--- src/fpcbi_pkg.sv ---
package fpcbi_pkg;
   // interface register offsets, all word aligned
   localparam logic [5:0]  OFS_RESPONSE   = 6'h00;
   localparam logic [5:0]  OFS_CONTROL    = 6'h04;
   localparam logic [5:0]  OFS_SAVE       = 6'h08;
   localparam logic [5:0]  OFS_RESTORE    = 6'h0C;
   localparam logic [5:0]  OFS_COMMAND    = 6'h10;
   localparam logic [5:0]  OFS_OPERAND    = 6'h14;
   localparam logic [5:0]  OFS_INSN_ADDR  = 6'h18;
   localparam logic [5:0]  OFS_FP_CONTROL = 6'h1C;
   localparam logic [5:0]  OFS_FP_STATUS  = 6'h20;
   // fields
   localparam int          CMD_NEEDS_OP_BIT = 14;
   localparam int          CTL_ABORT_BIT    = 0;
   localparam int          CTL_ROUND_LSB    = 4;
   localparam int          CTL_PREC_LSB     = 6;
   localparam int          CTL_TRAP_EN_LSB  = 8;
   localparam int          FP_REG_COUNT     = 8;
   localparam int          FP_REG_WIDTH     = 80;
   // reset values
   localparam logic [31:0] FP_CONTROL_RST = 32'h0000_0000;
   localparam logic [31:0] INSN_ADDR_RST  = 32'h0000_0000;
   localparam logic [15:0] COMMAND_RST    = 16'h0000;
   // response codes, values arbitrary
   localparam logic [15:0] RESP_DONE      = 16'h0001;
   localparam logic [15:0] RESP_WAIT      = 16'h0002;
   localparam logic [15:0] RESP_XFER_OP   = 16'h0004;
   localparam logic [15:0] RESP_TRAP      = 16'h0008;
   // save frame words, values arbitrary
   localparam logic [15:0] SAVE_NULL_FRAME = 16'h0000;
   localparam logic [15:0] SAVE_IDLE_FRAME = 16'h1100;
   // extra cycles for clocked reads of save and response
   localparam logic [1:0]  SYNC_RD_EXTRA  = 2'h2;
   typedef enum logic [1:0] {
      FPCBI_W32 = 2'b00,
      FPCBI_W16 = 2'b01,
      FPCBI_W8  = 2'b10
   } fpcbi_width_t;
   typedef enum logic [1:0] {
      FPCBI_IDLE = 2'b00,
      FPCBI_HOLD = 2'b01,
      FPCBI_ACK  = 2'b10
   } fpcbi_bus_st_t;
endpackage

--- src/fpcbi_bus_iface_unit.sv ---
`timescale 1ns/100ps
// Contract
// - access begins only with select, address strobe and data strobe, for reads and writes alike
// - interface registers decoded like memory; host talks only by reads and writes
// - response value encodes service the host must perform, e.g. operand transfer
// - new command while the previous instruction is not yet taken answers wait
// - works on 8, 16 or 32 bit host data bus
// - handshake asynchronous; own clock independent of host clock
// - eight general 80 bit floating point data registers
// - 32 bit control register: trap enables, rounding and precision modes
// - 32 bit status register: condition codes, quotient, exception status
// - 32 bit instruction address register for exception handlers
// - device never touches memory; host moves all operands and results
// - exception trap requested through the response; host does processing
// - save and response reads use clocked timing, other reads asynchronous
// - save in reset state yields a single word of state
module fpcbi_bus_iface_unit
   import fpcbi_pkg::*;
(
   input  wire logic         i_clk,
   input  wire logic         i_rst_b,
   input  wire logic         i_cs_n,
   input  wire logic         i_addr_strobe_n,
   input  wire logic         i_data_strobe_n,
   input  wire logic         i_rw,
   input  wire logic [5:0]   i_addr,
   input  wire logic [31:0]  i_data,
   input  wire logic [1:0]   i_bus_width,
   output logic      [31:0]  o_data,
   output logic              o_data_oe,
   output logic              o_size_ack_low_n,
   output logic              o_size_ack_high_n,
   output logic              o_size_ack_oe,
   output logic              o_insn_valid,
   output logic      [15:0]  o_insn,
   output logic      [31:0]  o_operand,
   input  wire logic         i_exec_take,
   input  wire logic         i_exc_event,
   input  wire logic [31:0]  i_status,
   output logic      [7:0]   o_trap_enable,
   output logic      [1:0]   o_round_mode,
   output logic      [1:0]   o_prec_mode,
   output logic      [31:0]  o_insn_addr,
   input  wire logic         i_fp_we,
   input  wire logic [2:0]   i_fp_widx,
   input  wire logic [79:0]  i_fp_wdata,
   input  wire logic [2:0]   i_fp_ridx,
   output logic      [79:0]  o_fp_rdata
);
   // host pins come from another clock domain
   logic [43:0]   sync1;
   logic [43:0]   sync2;
   logic          cs;
   logic          as;
   logic          ds;
   logic          rw;
   logic [5:0]    addr;
   logic [1:0]    byte_sel;
   logic [31:0]   wdata;
   logic [1:0]    width;
   logic          start;
   fpcbi_bus_st_t state;
   logic [1:0]    hold_cnt;
   logic          act;
   logic [3:0]    be;
   logic          last_lane;
   logic [31:0]   lane_in;
   logic [15:0]   command;
   logic [31:0]   operand;
   logic [31:0]   fp_control;
   logic [31:0]   insn_addr;
   logic          need_op;
   logic          pend;
   logic          exc_pend;
   logic          reset_state;
   logic [15:0]   response;
   logic [31:0]   rd_val;
   logic [31:0]   cmd_merged;
   logic [FP_REG_WIDTH-1:0] fp_regs [FP_REG_COUNT];

   function automatic logic [3:0] lane_be(input logic [1:0] w, input logic [1:0] a);
      unique case (w)
         FPCBI_W16: lane_be = a[1] ? 4'h3 : 4'hC;
         FPCBI_W8:  lane_be = 4'h8 >> a;
         default:   lane_be = 4'hF;
      endcase
   endfunction

   function automatic logic [31:0] lane_shift(input logic [1:0] w, input logic [1:0] a,
                                              input logic [31:0] v, input logic to_bus);
      logic [4:0] sh;
      sh = 5'h00;
      unique case (w)
         FPCBI_W16: sh = {a[1], 4'h0};
         FPCBI_W8:  sh = {a, 3'h0};
         default:   sh = 5'h00;
      endcase
      lane_shift = to_bus ? (v << sh) : (v >> sh);
   endfunction

   // lanes being written replace old bytes, the rest keep what narrow writes left
   function automatic logic [31:0] lane_merge(input logic [3:0] en, input logic [31:0] v,
                                              input logic [31:0] old);
      logic [31:0] m;
      m = old;
      for (int b = 0; b < 4; b++) begin
         if (en[b]) m[b*8 +: 8] = v[b*8 +: 8];
      end
      lane_merge = m;
   endfunction

   always_ff @(posedge i_clk or negedge i_rst_b) begin
      if (!i_rst_b) begin
         sync1 <= {3'h7, 41'h0};
         sync2 <= {3'h7, 41'h0};
      end else begin
         sync1 <= {i_cs_n, i_addr_strobe_n, i_data_strobe_n, i_rw, i_addr, i_data, i_bus_width};
         sync2 <= sync1;
      end
   end

   assign cs    = !sync2[43];
   assign as    = !sync2[42];
   assign ds    = !sync2[41];
   assign rw    = sync2[40];
   // decode on the word address; the byte lane only steers data
   assign addr     = {sync2[39:36], 2'h0};
   assign byte_sel = sync2[35:34];
   assign wdata = sync2[33:2];
   assign width = sync2[1:0];
   // writes wait for the data strobe too so data is settled
   assign start = cs && as && (ds || !rw) && (ds || rw);
   assign be        = lane_be(width, byte_sel);
   assign last_lane = be[0];
   assign lane_in   = lane_shift(width, byte_sel, wdata, 1'b0);

   // access handshake
   always_ff @(posedge i_clk or negedge i_rst_b) begin
      if (!i_rst_b) begin
         state    <= FPCBI_IDLE;
         hold_cnt <= 2'h0;
      end else begin
         unique case (state)
            FPCBI_IDLE: if (start) begin
               if (rw && (addr == OFS_SAVE || addr == OFS_RESPONSE)) begin
                  state    <= FPCBI_HOLD;
                  hold_cnt <= SYNC_RD_EXTRA;
               end else begin
                  state <= FPCBI_ACK;
               end
            end
            FPCBI_HOLD: begin
               hold_cnt <= hold_cnt - 2'h1;
               if (hold_cnt == 2'h1) state <= FPCBI_ACK;
            end
            FPCBI_ACK: if (!start) state <= FPCBI_IDLE;
            default: state <= FPCBI_IDLE;
         endcase
      end
   end
   assign act = (state == FPCBI_IDLE) && start;

   assign o_size_ack_low_n  = !(state == FPCBI_ACK);
   assign o_size_ack_high_n = !(state == FPCBI_ACK);
   assign o_size_ack_oe     = (state == FPCBI_ACK);
   assign o_data_oe         = (state == FPCBI_ACK) && rw;

   // response encoding, trap first, then wait, then transfer
   always_comb begin
      if (exc_pend)     response = RESP_TRAP;
      else if (pend)    response = RESP_WAIT;
      else if (need_op) response = RESP_XFER_OP;
      else              response = RESP_DONE;
   end

   always_comb begin
      unique case (addr)
         OFS_RESPONSE:   rd_val = {16'h0000, response};
         OFS_SAVE:       rd_val = {16'h0000, reset_state ? SAVE_NULL_FRAME
                                                        : SAVE_IDLE_FRAME};
         OFS_COMMAND:    rd_val = {16'h0000, command};
         OFS_OPERAND:    rd_val = operand;
         OFS_INSN_ADDR:  rd_val = insn_addr;
         OFS_FP_CONTROL: rd_val = fp_control;
         OFS_FP_STATUS:  rd_val = i_status;
         default:        rd_val = 32'h0000_0000;
      endcase
   end

   // data out latched at access start and held through the ack
   always_ff @(posedge i_clk or negedge i_rst_b) begin
      if (!i_rst_b) o_data <= 32'h0000_0000;
      else if (act && rw) o_data <= lane_shift(width, byte_sel, rd_val, 1'b1);
   end

   // register writes, merged per lane for narrow buses
   always_ff @(posedge i_clk or negedge i_rst_b) begin
      if (!i_rst_b) begin
         fp_control <= FP_CONTROL_RST;
         insn_addr  <= INSN_ADDR_RST;
         operand    <= 32'h0000_0000;
         command    <= COMMAND_RST;
      end else if (act && !rw) begin
         for (int b = 0; b < 4; b++) begin
            if (be[b] && addr == OFS_FP_CONTROL)
               fp_control[b*8 +: 8] <= lane_in[b*8 +: 8];
            if (be[b] && addr == OFS_INSN_ADDR)
               insn_addr[b*8 +: 8] <= lane_in[b*8 +: 8];
            if (be[b] && addr == OFS_OPERAND)
               operand[b*8 +: 8] <= lane_in[b*8 +: 8];
         end
         for (int b = 0; b < 2; b++) begin
            if (be[b] && addr == OFS_COMMAND && !pend && !need_op)
               command[b*8 +: 8] <= lane_in[b*8 +: 8];
         end
      end
   end

   assign o_trap_enable = fp_control[CTL_TRAP_EN_LSB +: 8];
   assign o_round_mode  = fp_control[CTL_ROUND_LSB +: 2];
   assign o_prec_mode   = fp_control[CTL_PREC_LSB +: 2];
   assign o_insn_addr   = insn_addr;

   // instruction sequencing toward the execution unit
   logic wr_done;
   logic cmd_done;
   logic op_done;
   logic abort;
   assign wr_done  = act && !rw && last_lane;
   assign cmd_done = wr_done && addr == OFS_COMMAND && !pend && !need_op;
   assign op_done  = wr_done && addr == OFS_OPERAND && need_op;
   assign abort    = wr_done && addr == OFS_CONTROL && lane_in[CTL_ABORT_BIT];
   // on an 8 bit bus the upper command byte arrived in an earlier access
   assign cmd_merged = lane_merge(be, lane_in, {16'h0000, command});

   always_ff @(posedge i_clk or negedge i_rst_b) begin
      if (!i_rst_b) begin
         need_op      <= 1'b0;
         pend         <= 1'b0;
         o_insn_valid <= 1'b0;
         o_insn       <= COMMAND_RST;
         o_operand    <= 32'h0000_0000;
      end else begin
         o_insn_valid <= 1'b0;
         if (abort) begin
            need_op <= 1'b0;
            pend    <= 1'b0;
         end else if (cmd_done && cmd_merged[CMD_NEEDS_OP_BIT]) begin
            need_op <= 1'b1;
         end else if ((cmd_done && !cmd_merged[CMD_NEEDS_OP_BIT]) || op_done) begin
            need_op      <= 1'b0;
            pend         <= 1'b1;
            o_insn_valid <= 1'b1;
            o_insn       <= cmd_done ? cmd_merged[15:0] : command;
            o_operand    <= op_done ? lane_merge(be, lane_in, operand) : operand;
         end else if (i_exec_take) begin
            pend <= 1'b0;
         end
      end
   end

   // trap request: a new event wins over the clearing read
   always_ff @(posedge i_clk or negedge i_rst_b) begin
      if (!i_rst_b) exc_pend <= 1'b0;
      else if (i_exc_event) exc_pend <= 1'b1;
      else if (act && rw && addr == OFS_RESPONSE && exc_pend) exc_pend <= 1'b0;
   end

   // reset state lasts until the first command or a non null restore
   always_ff @(posedge i_clk or negedge i_rst_b) begin
      if (!i_rst_b) reset_state <= 1'b1;
      else if (cmd_done) reset_state <= 1'b0;
      else if (wr_done && addr == OFS_RESTORE)
         reset_state <= (lane_in[15:0] == SAVE_NULL_FRAME);
   end

   // data registers, filled and read by the execution side
   always_ff @(posedge i_clk or negedge i_rst_b) begin
      if (!i_rst_b) begin
         for (int r = 0; r < FP_REG_COUNT; r++) fp_regs[r] <= '0;
         o_fp_rdata <= '0;
      end else begin
         if (i_fp_we) fp_regs[i_fp_widx] <= i_fp_wdata;
         o_fp_rdata <= fp_regs[i_fp_ridx];
      end
   end
endmodule

--- config.mk ---
export PLATFORM = sky130hd
export DESIGN_NAME = fpcbi_bus_iface_unit
export DESIGN_NICKNAME = d
export VERILOG_FILES = /design/src/fpcbi_pkg.sv /design/src/fpcbi_bus_iface_unit.sv
export SDC_FILE = /design/constraint.sdc
export NUM_CORES = 1
export LEC_CHECK = 0
export BUFFER_PORTS_ARGS = -buffer_cell sky130_fd_sc_hd__buf_2
export CORE_ASPECT_RATIO = 1.5
export CORE_MARGIN = 2
export CORE_UTILIZATION = 30
export DETAILED_ROUTE_END_ITERATION = 6
export GPL_ROUTABILITY_DRIVEN = 0
export GPL_TIMING_DRIVEN = 0
export PLACE_DENSITY = 0.54
export SLEW_MARGIN = 20
export SYNTH_ARGS = -nofsm -noshare
export SYNTH_HDL_FRONTEND = slang
export SYNTH_SLANG_ARGS = --single-unit
--- constraint.sdc ---
create_clock -name i_clk -period 7.84 [get_ports i_clk]
set_input_delay 1.568 -clock i_clk [delete_from_list [all_inputs] [get_ports i_clk]]
set_output_delay 1.568 -clock i_clk [all_outputs]
set_load 0.02 [all_outputs]
==> reports/summary.txt, run 1 <==
Worst Setup Start Kind: input port
Mean Syn Cell Area: 15.26 um^2
Htree depth: 3
Register bit total from synthesis: 1009
Most common cell after layout, fill and taps aside: dfrtp_1
Critical Path, Cell by Cell: clkbuf_1 -> clkbuf_1 -> clkbuf_1 -> mux4_2 -> mux2_2
WP data arrival: 4.48 ns
CP max stage delay: 0.77 ns
Gr usage total: 17.23%
Critical path's slowest cell: clkbuf_1
Final WS setup: 3.979 ns
Yosys cell types: 75
Root Buffer: clkbuf_16
Crit path buf inv count: 3
Rows: 170
Final setup TNS: 0 ns
R2r worst-path depth: 7
Worst Tran Pin Value: 1.326 ns
Clock buffer depth: 3
First-pass GRT wire length: 188700 um
Largest net degree at the start of global routing: 134
Clk slew on worst S/H paths: 0.06 ns
I/O pins: 376
Lkg Pwr: 22.27 nW
Most frequent cells in the layout: 1002 x dfrtp_1, 834 x mux2_2, 403 x buf_2, 170 x mux4_2, 149 x clkbuf_1
CTS-repair resized insts: 0
HP Class: reg2reg
Die Height: 469.1 um
Crit Path Category: in2reg
Router iterations before antenna repair: 5
Maxcap violations: 0
CP Max Fanout: 10
CP top delay family: buffers and inverters
Synthesis warning total: 0
Number of enable flip-flop cells after synthesis: 0
Placed Cells: 5105
DP Worst Slack: 3.198 ns
Routed length per instance: 23.95 um
Hold bufs inserted after CTS: 0
Post-CTS Setup Bufs: 0
Vias: 26390
Critical Path Sink Type: flop
Layout net count: 3487
Via-per-instance ratio: 4.986
Vias in the first global route: 27960
Fin crit share: 49.24%
Port Buffers: 368
Setup violators final: 0
WL final: 126800 um
Layout area overhead: 18.70%
Final hold vios: 0
Post-DP HPWL: 90560 um
Cell Area, Synth: 43270 um^2
Max Slew Vio Count: 0
Final Util: 35.87%
Crit path top cell by count: clkbuf_1
CP required: 8.46 ns
DRC Markers: 0
RSZ-0062 raised after global routing: no
Drt initial violations: 1506
Die width: 314.1 um
Core area: 143200 um^2
Worst-Skew Late Latency: 0.72 ns
Post-synth ARST share: 100.0%
Minimum clock period: 3.861 ns
CTS tree: done
Slew HR: 11.07%
Max IR drop VDD: 0.2523 mV
Clock skew: 0.04307 ns
Syn Nets: 3005
Hold Path Depth: 0
Antenna violations before repair: 48
GR Overflow Total: 0
Initial core utilization: 30.22%
Fraction of layout cells with a size suffix above 1: 48.38%
Non-filler cells in the finished layout: 5293
PwrDens: 273.6 nW/um^2
Cts bufs inserted: 101
Sequential area share after synthesis: 58.38%
Die area: 147300 um^2
FMAX: 0.2590 GHz
Mapped Cells: 2835
CTS sink count: 1009
Cell count along the critical path: 5
ANT nets after route: 0
Main flop type after synthesis: dfrtp_1
Status: finished clean
## power breakdown
| group | leakage [nW] | switching [W] | internal, W |
|---|---|---|---|
| clock | 1.74 | 0.00219 | 0.00302 |
| sequential | 12.4 | 0.000439 | 0.00613 |
| combinational | 8.11 | 0.00105 | 0.00121 |
## final timing paths
path | from | to | slack (ns)
setup / recovery | i_fp_ridx[1] | o_fp_rdata[62] | 3.98
hold / removal | sync1[19] | sync2[19] | 0.32
setup reg to reg | sync2[37] | o_data[27] | 4.27
hold reg to reg | sync1[19] | sync2[19] | 0.32
max in group asynchronous | i_rst_b | fp_regs[398] | 4.32
min in group asynchronous | i_rst_b | fp_regs[96] | 0.79
## state kept, by name, indices dropped and copies added, names as in the netlist
| signal | flops |
|---|---|
| exc_pend | 1 |
| pend | 1 |
| o_insn_addr | 32 |
| operand | 32 |
| sync2 | 44 |
| o_operand | 32 |
| fp_control | 32 |
| o_fp_rdata | 80 |
| o_data | 32 |
| reset_state | 1 |
| hold_cnt | 2 |
| fp_regs | 640 |
| o_insn_valid | 1 |
| command | 16 |
| need_op | 1 |
| state | 2 |
| sync1 | 44 |
| o_insn | 16 |
## metal layers
| metal | global-route usage [%] | vias to the layer above | share of wire, % |
|---|---|---|---|
| li1 | - | 11490 | - |
| met1 | 20.38 | 13640 | 39 |
| met2 | 27.54 | 881 | 46 |
| met3 | 6.648 | 304 | 9.8 |
| met4 | 8.083 | 76 | 4.4 |
| met5 | 0 | - | 0.36 |
## synthesized netlist by cell type, drive strengths merged, types with 9 or more instances
master | n | area, um^2
clkbuf | 130 | 488.0
and2 | 10 | 62.56
nand3 | 33 | 165.2
a22oi | 35 | 262.8
a31oi | 36 | 225.2
nor3 | 11 | 87.58
mux2 | 842 | 9500
mux2i | 38 | 380.4
a21o | 10 | 75.07
dfrtp | 1002 | 25070
nand2 | 118 | 442.9
o21ai | 93 | 469.2
buf | 70 | 435.4
inv | 25 | 93.84
a21oi | 20 | 100.1
mux4 | 170 | 3829
o22ai | 12 | 75.07
o221ai | 9 | 78.83
nor2 | 28 | 107.6
## cells by family (layout without fill, tap and decap cells)
logic type,count (synthesis),in the layout,share of synthesized area (%)
muxes,1050,1050,31.69
DFF,1009,1009,58.38
AOI/OAI and AO/OA,279,279,4.280
and+or+nand+nor,269,269,3.216
buffers and inverters,225,784,2.351
adders and majority gates,3,3,0.08677
other,0,7,0
## per-stage QoR
step	total power [W]	hold WS, ns	cell area (um^2)
after global routing	0.01473	0.3177	51340
final	0.01405	0.3217	51350
after global placement	0.008886	0.3315	47470
after CTS	0.01426	0.3227	51330
after detailed placement	0.008952	0.3347	47750
after floorplan	0.008083	0.3312	43270
## cell type report
type,count,area [um^2]
antenna,7,17.52
buffer,200,925.9
clock buffer,141,2889
clock inverter,39,690.7
fill,13920,91800
inverter,25,93.84
multi-input combinational,1601,17020
sequential,1009,25260
tap,1892,2367
timing repair buffer,379,2097
Note: power is estimated with default switching activity, not from simulation.
==> inputs of run 2 (changes only) <==
ABC_AREA = 1   (was default)
clock period = 3.78 ns   (was 7.84 ns; I/O delays follow)
==> run 2 against run 1 <==
  * Cell area decreased by 0.48%
  * Highest routed layer unchanged
  * Combinational power grew 87%
  * Via count rose by 38%
  * Utilization rose by 0.20 points
==> reports/summary.txt, run 2 <==
Die width: 312.7 um
Worst Tran Pin Value: 1.157 ns
Yosys cell types: 39
Largest net degree at the start of global routing: 135
Placed cell area: 47380 um^2
Net Switching: 0.008295 W
Root Buffer: clkbuf_16
WP data arrival: 3.87 ns
Cts bufs inserted: 102
Final hold slack: 0.1329 ns
I/O pins: 376
CP max stage delay: 0.59 ns
Antenna violations before repair: 16
Max IR drop VDD: 0.3919 mV
Area share of the largest cell type after synthesis: 58.46%
Fin crit share: 85.48%
Mapped Cells: 4965
Initial core utilization: 30.27%
Final hold vios: 0
Combinational Power Share: 14.8%
Largest area contributor in the netlist: dfrtp_1
Routed length per instance: 20.19 um
Post-CTS Setup Bufs: 0
Most common cell after layout, fill and taps aside: nand2_1
Sequential area share after synthesis: 58.89%
CP Max Fanout: 10
Number of enable flip-flop cells after synthesis: 0
Non-filler cells in the finished layout: 7427
Setup violators final: 0
CTS sink count: 1009
ANT nets after route: 0
Biggest regs: fp_regs (640), o_fp_rdata (80)
PwrDens: 561.3 nW/um^2
Cell Area, Synth: 42890 um^2
Layout net count: 5623
Port Buffers: 373
CTS tree: done
Status: finished clean
Lkg Pwr: 24.37 nW
Mean Syn Cell Area: 8.639 um^2
Area contributors post-synth: dfrtp_1 58%, o21ai_0 12%, nand2_1 12%
Biggest register: fp_regs
Main flop type after synthesis: dfrtp_1
Die Height: 467.1 um
Die area: 146100 um^2
Syn Nets: 5135
CP required: 4.42 ns
Vias in the first global route: 36870
Max Slew Vio Count: 0
FMAX: 0.3095 GHz
Critical path's slowest cell: buf_2
Crit path top cell by count: buf_2
Clock buffer depth: 3
CP top delay family: buffers and inverters
First-pass GRT wire length: 224200 um
Critical Path, Cell by Cell: buf_2 -> inv_1 -> buf_2 -> buf_2 -> clkbuf_1 -> nor2_1 -> o32ai_1 -> nor2_1 -> a31oi_1
Post-DP HPWL: 111600 um
HP Class: in2reg
Final setup TNS: 0 ns
Max FFs per register: 640
Via-per-instance ratio: 4.905
Power Internal: 0.02039 W
GR Overflow Total: 0
Rows: 169
Router iterations before antenna repair: 6
WL final: 150000 um
Drt initial violations: 2833
Synthesis warning total: 0
Vias: 36430
Htree depth: 3
Design Area, Final: 51110 um^2
Fraction of layout cells with a size suffix above 1: 12.63%
Slew HR: 22.86%
Critical Path Sink Type: flop
Final Util: 36.07%
Sw Share: 28.92%
Crit path buf inv count: 5
Minimum clock period: 3.231 ns
Layout area overhead: 19.16%
Core area: 141700 um^2
Most frequent cells in the layout: 1317 x nand2_1, 1002 x dfrtp_1, 996 x o21ai_0, 557 x nor2_1, 427 x buf_2
RSZ-0062 raised after global routing: no
Reg power frac: 46.6%
Clock skew: 0.04920 ns
Worst-Skew Late Latency: 0.75 ns
Maxcap violations: 0
Clk pwr share: 38.6%
Top-count cell post-synth: nand2_1
Post-synth top cells: 1317 x nand2_1, 1002 x dfrtp_1, 996 x o21ai_0
Placed Cells: 7229
DRC Markers: 0
Gr usage total: 20.24%
CTS-repair resized insts: 0
Crit Path Category: in2reg
Register bit total from synthesis: 1009
Post-synth ARST share: 100.0%
Clk slew on worst S/H paths: 0.06 ns
Worst Setup Start Kind: input port
[run 2: final timing paths]
path,start,end,slack (ns),cells past startpoint
worst max-delay path,i_fp_ridx[0],o_fp_rdata[25],0.55,9
worst min-delay path,i_data[15],sync1[17],0.13,1
worst max register to register,sync2[36],o_data[31],0.80,11
worst min register to register,sync1[26],sync2[26],0.34,0
max in group asynchronous,i_rst_b,command[0],0.65,6
min in group asynchronous,i_rst_b,fp_regs[28],0.51,2
[run 2: repair_timing]
action / in CTS / in global routing
hold endpoints to repair: 75 / 0
hold buffers: 1 / 0
endpoints found under the setup margin: 0 / 0
[run 2: power by group through the flow]
stage	logic, W	clock network (W)	registers [W]
floorplan	0.00228	0	0.0137
global placement	0.00418	0	0.0135
detailed placement	0.00428	0	0.0135
CTS	0.00430	0.0113	0.0134
global route	0.00481	0.0117	0.0136
finish	0.00425	0.0111	0.0134
[run 2: final cells by class]
class,instances,area (um^2)
fill,14810,90570
sequential,1009,25260
multi-input combinational,3314,15030
clock buffer,134,2904
tap,1881,2354
timing repair buffer,384,2127
buffer,335,1460
inverter,307,1157
clock inverter,53,792.0
antenna,10,25.02
[run 2: cell families (layout without fill, tap and decap cells)]
logic type      count (synthesis)  count (layout)  share of synthesized area (%)
simple gates                 2023            2023                          18.39
compound gates               1288            1288                          16.55
flops                        1009            1009                          58.89
buf+inv                       642            1213                          6.079
fa+ha+maj                       3               3                        0.08752
other cells                     0              10                              0
[run 2: per-layer routing]
layer	GRT usage, %	share of wire [%]	vias to the layer above
met5	0	0.026	-
met4	12.79	6.6	6
met3	2.807	5.3	362
met2	35.51	50	1255
met1	23.14	38	17580
li1	-	-	17230
[run 2: stage by stage]
stage | power [W] | worst slack [ns]
after global placement | 0.01771 | -20.39
after detailed placement | 0.01780 | -0.2388
after global routing | 0.03008 | 0.2695
final | 0.02869 | 0.5489
after CTS | 0.02896 | 0.5608
after floorplan | 0.01595 | 1.704
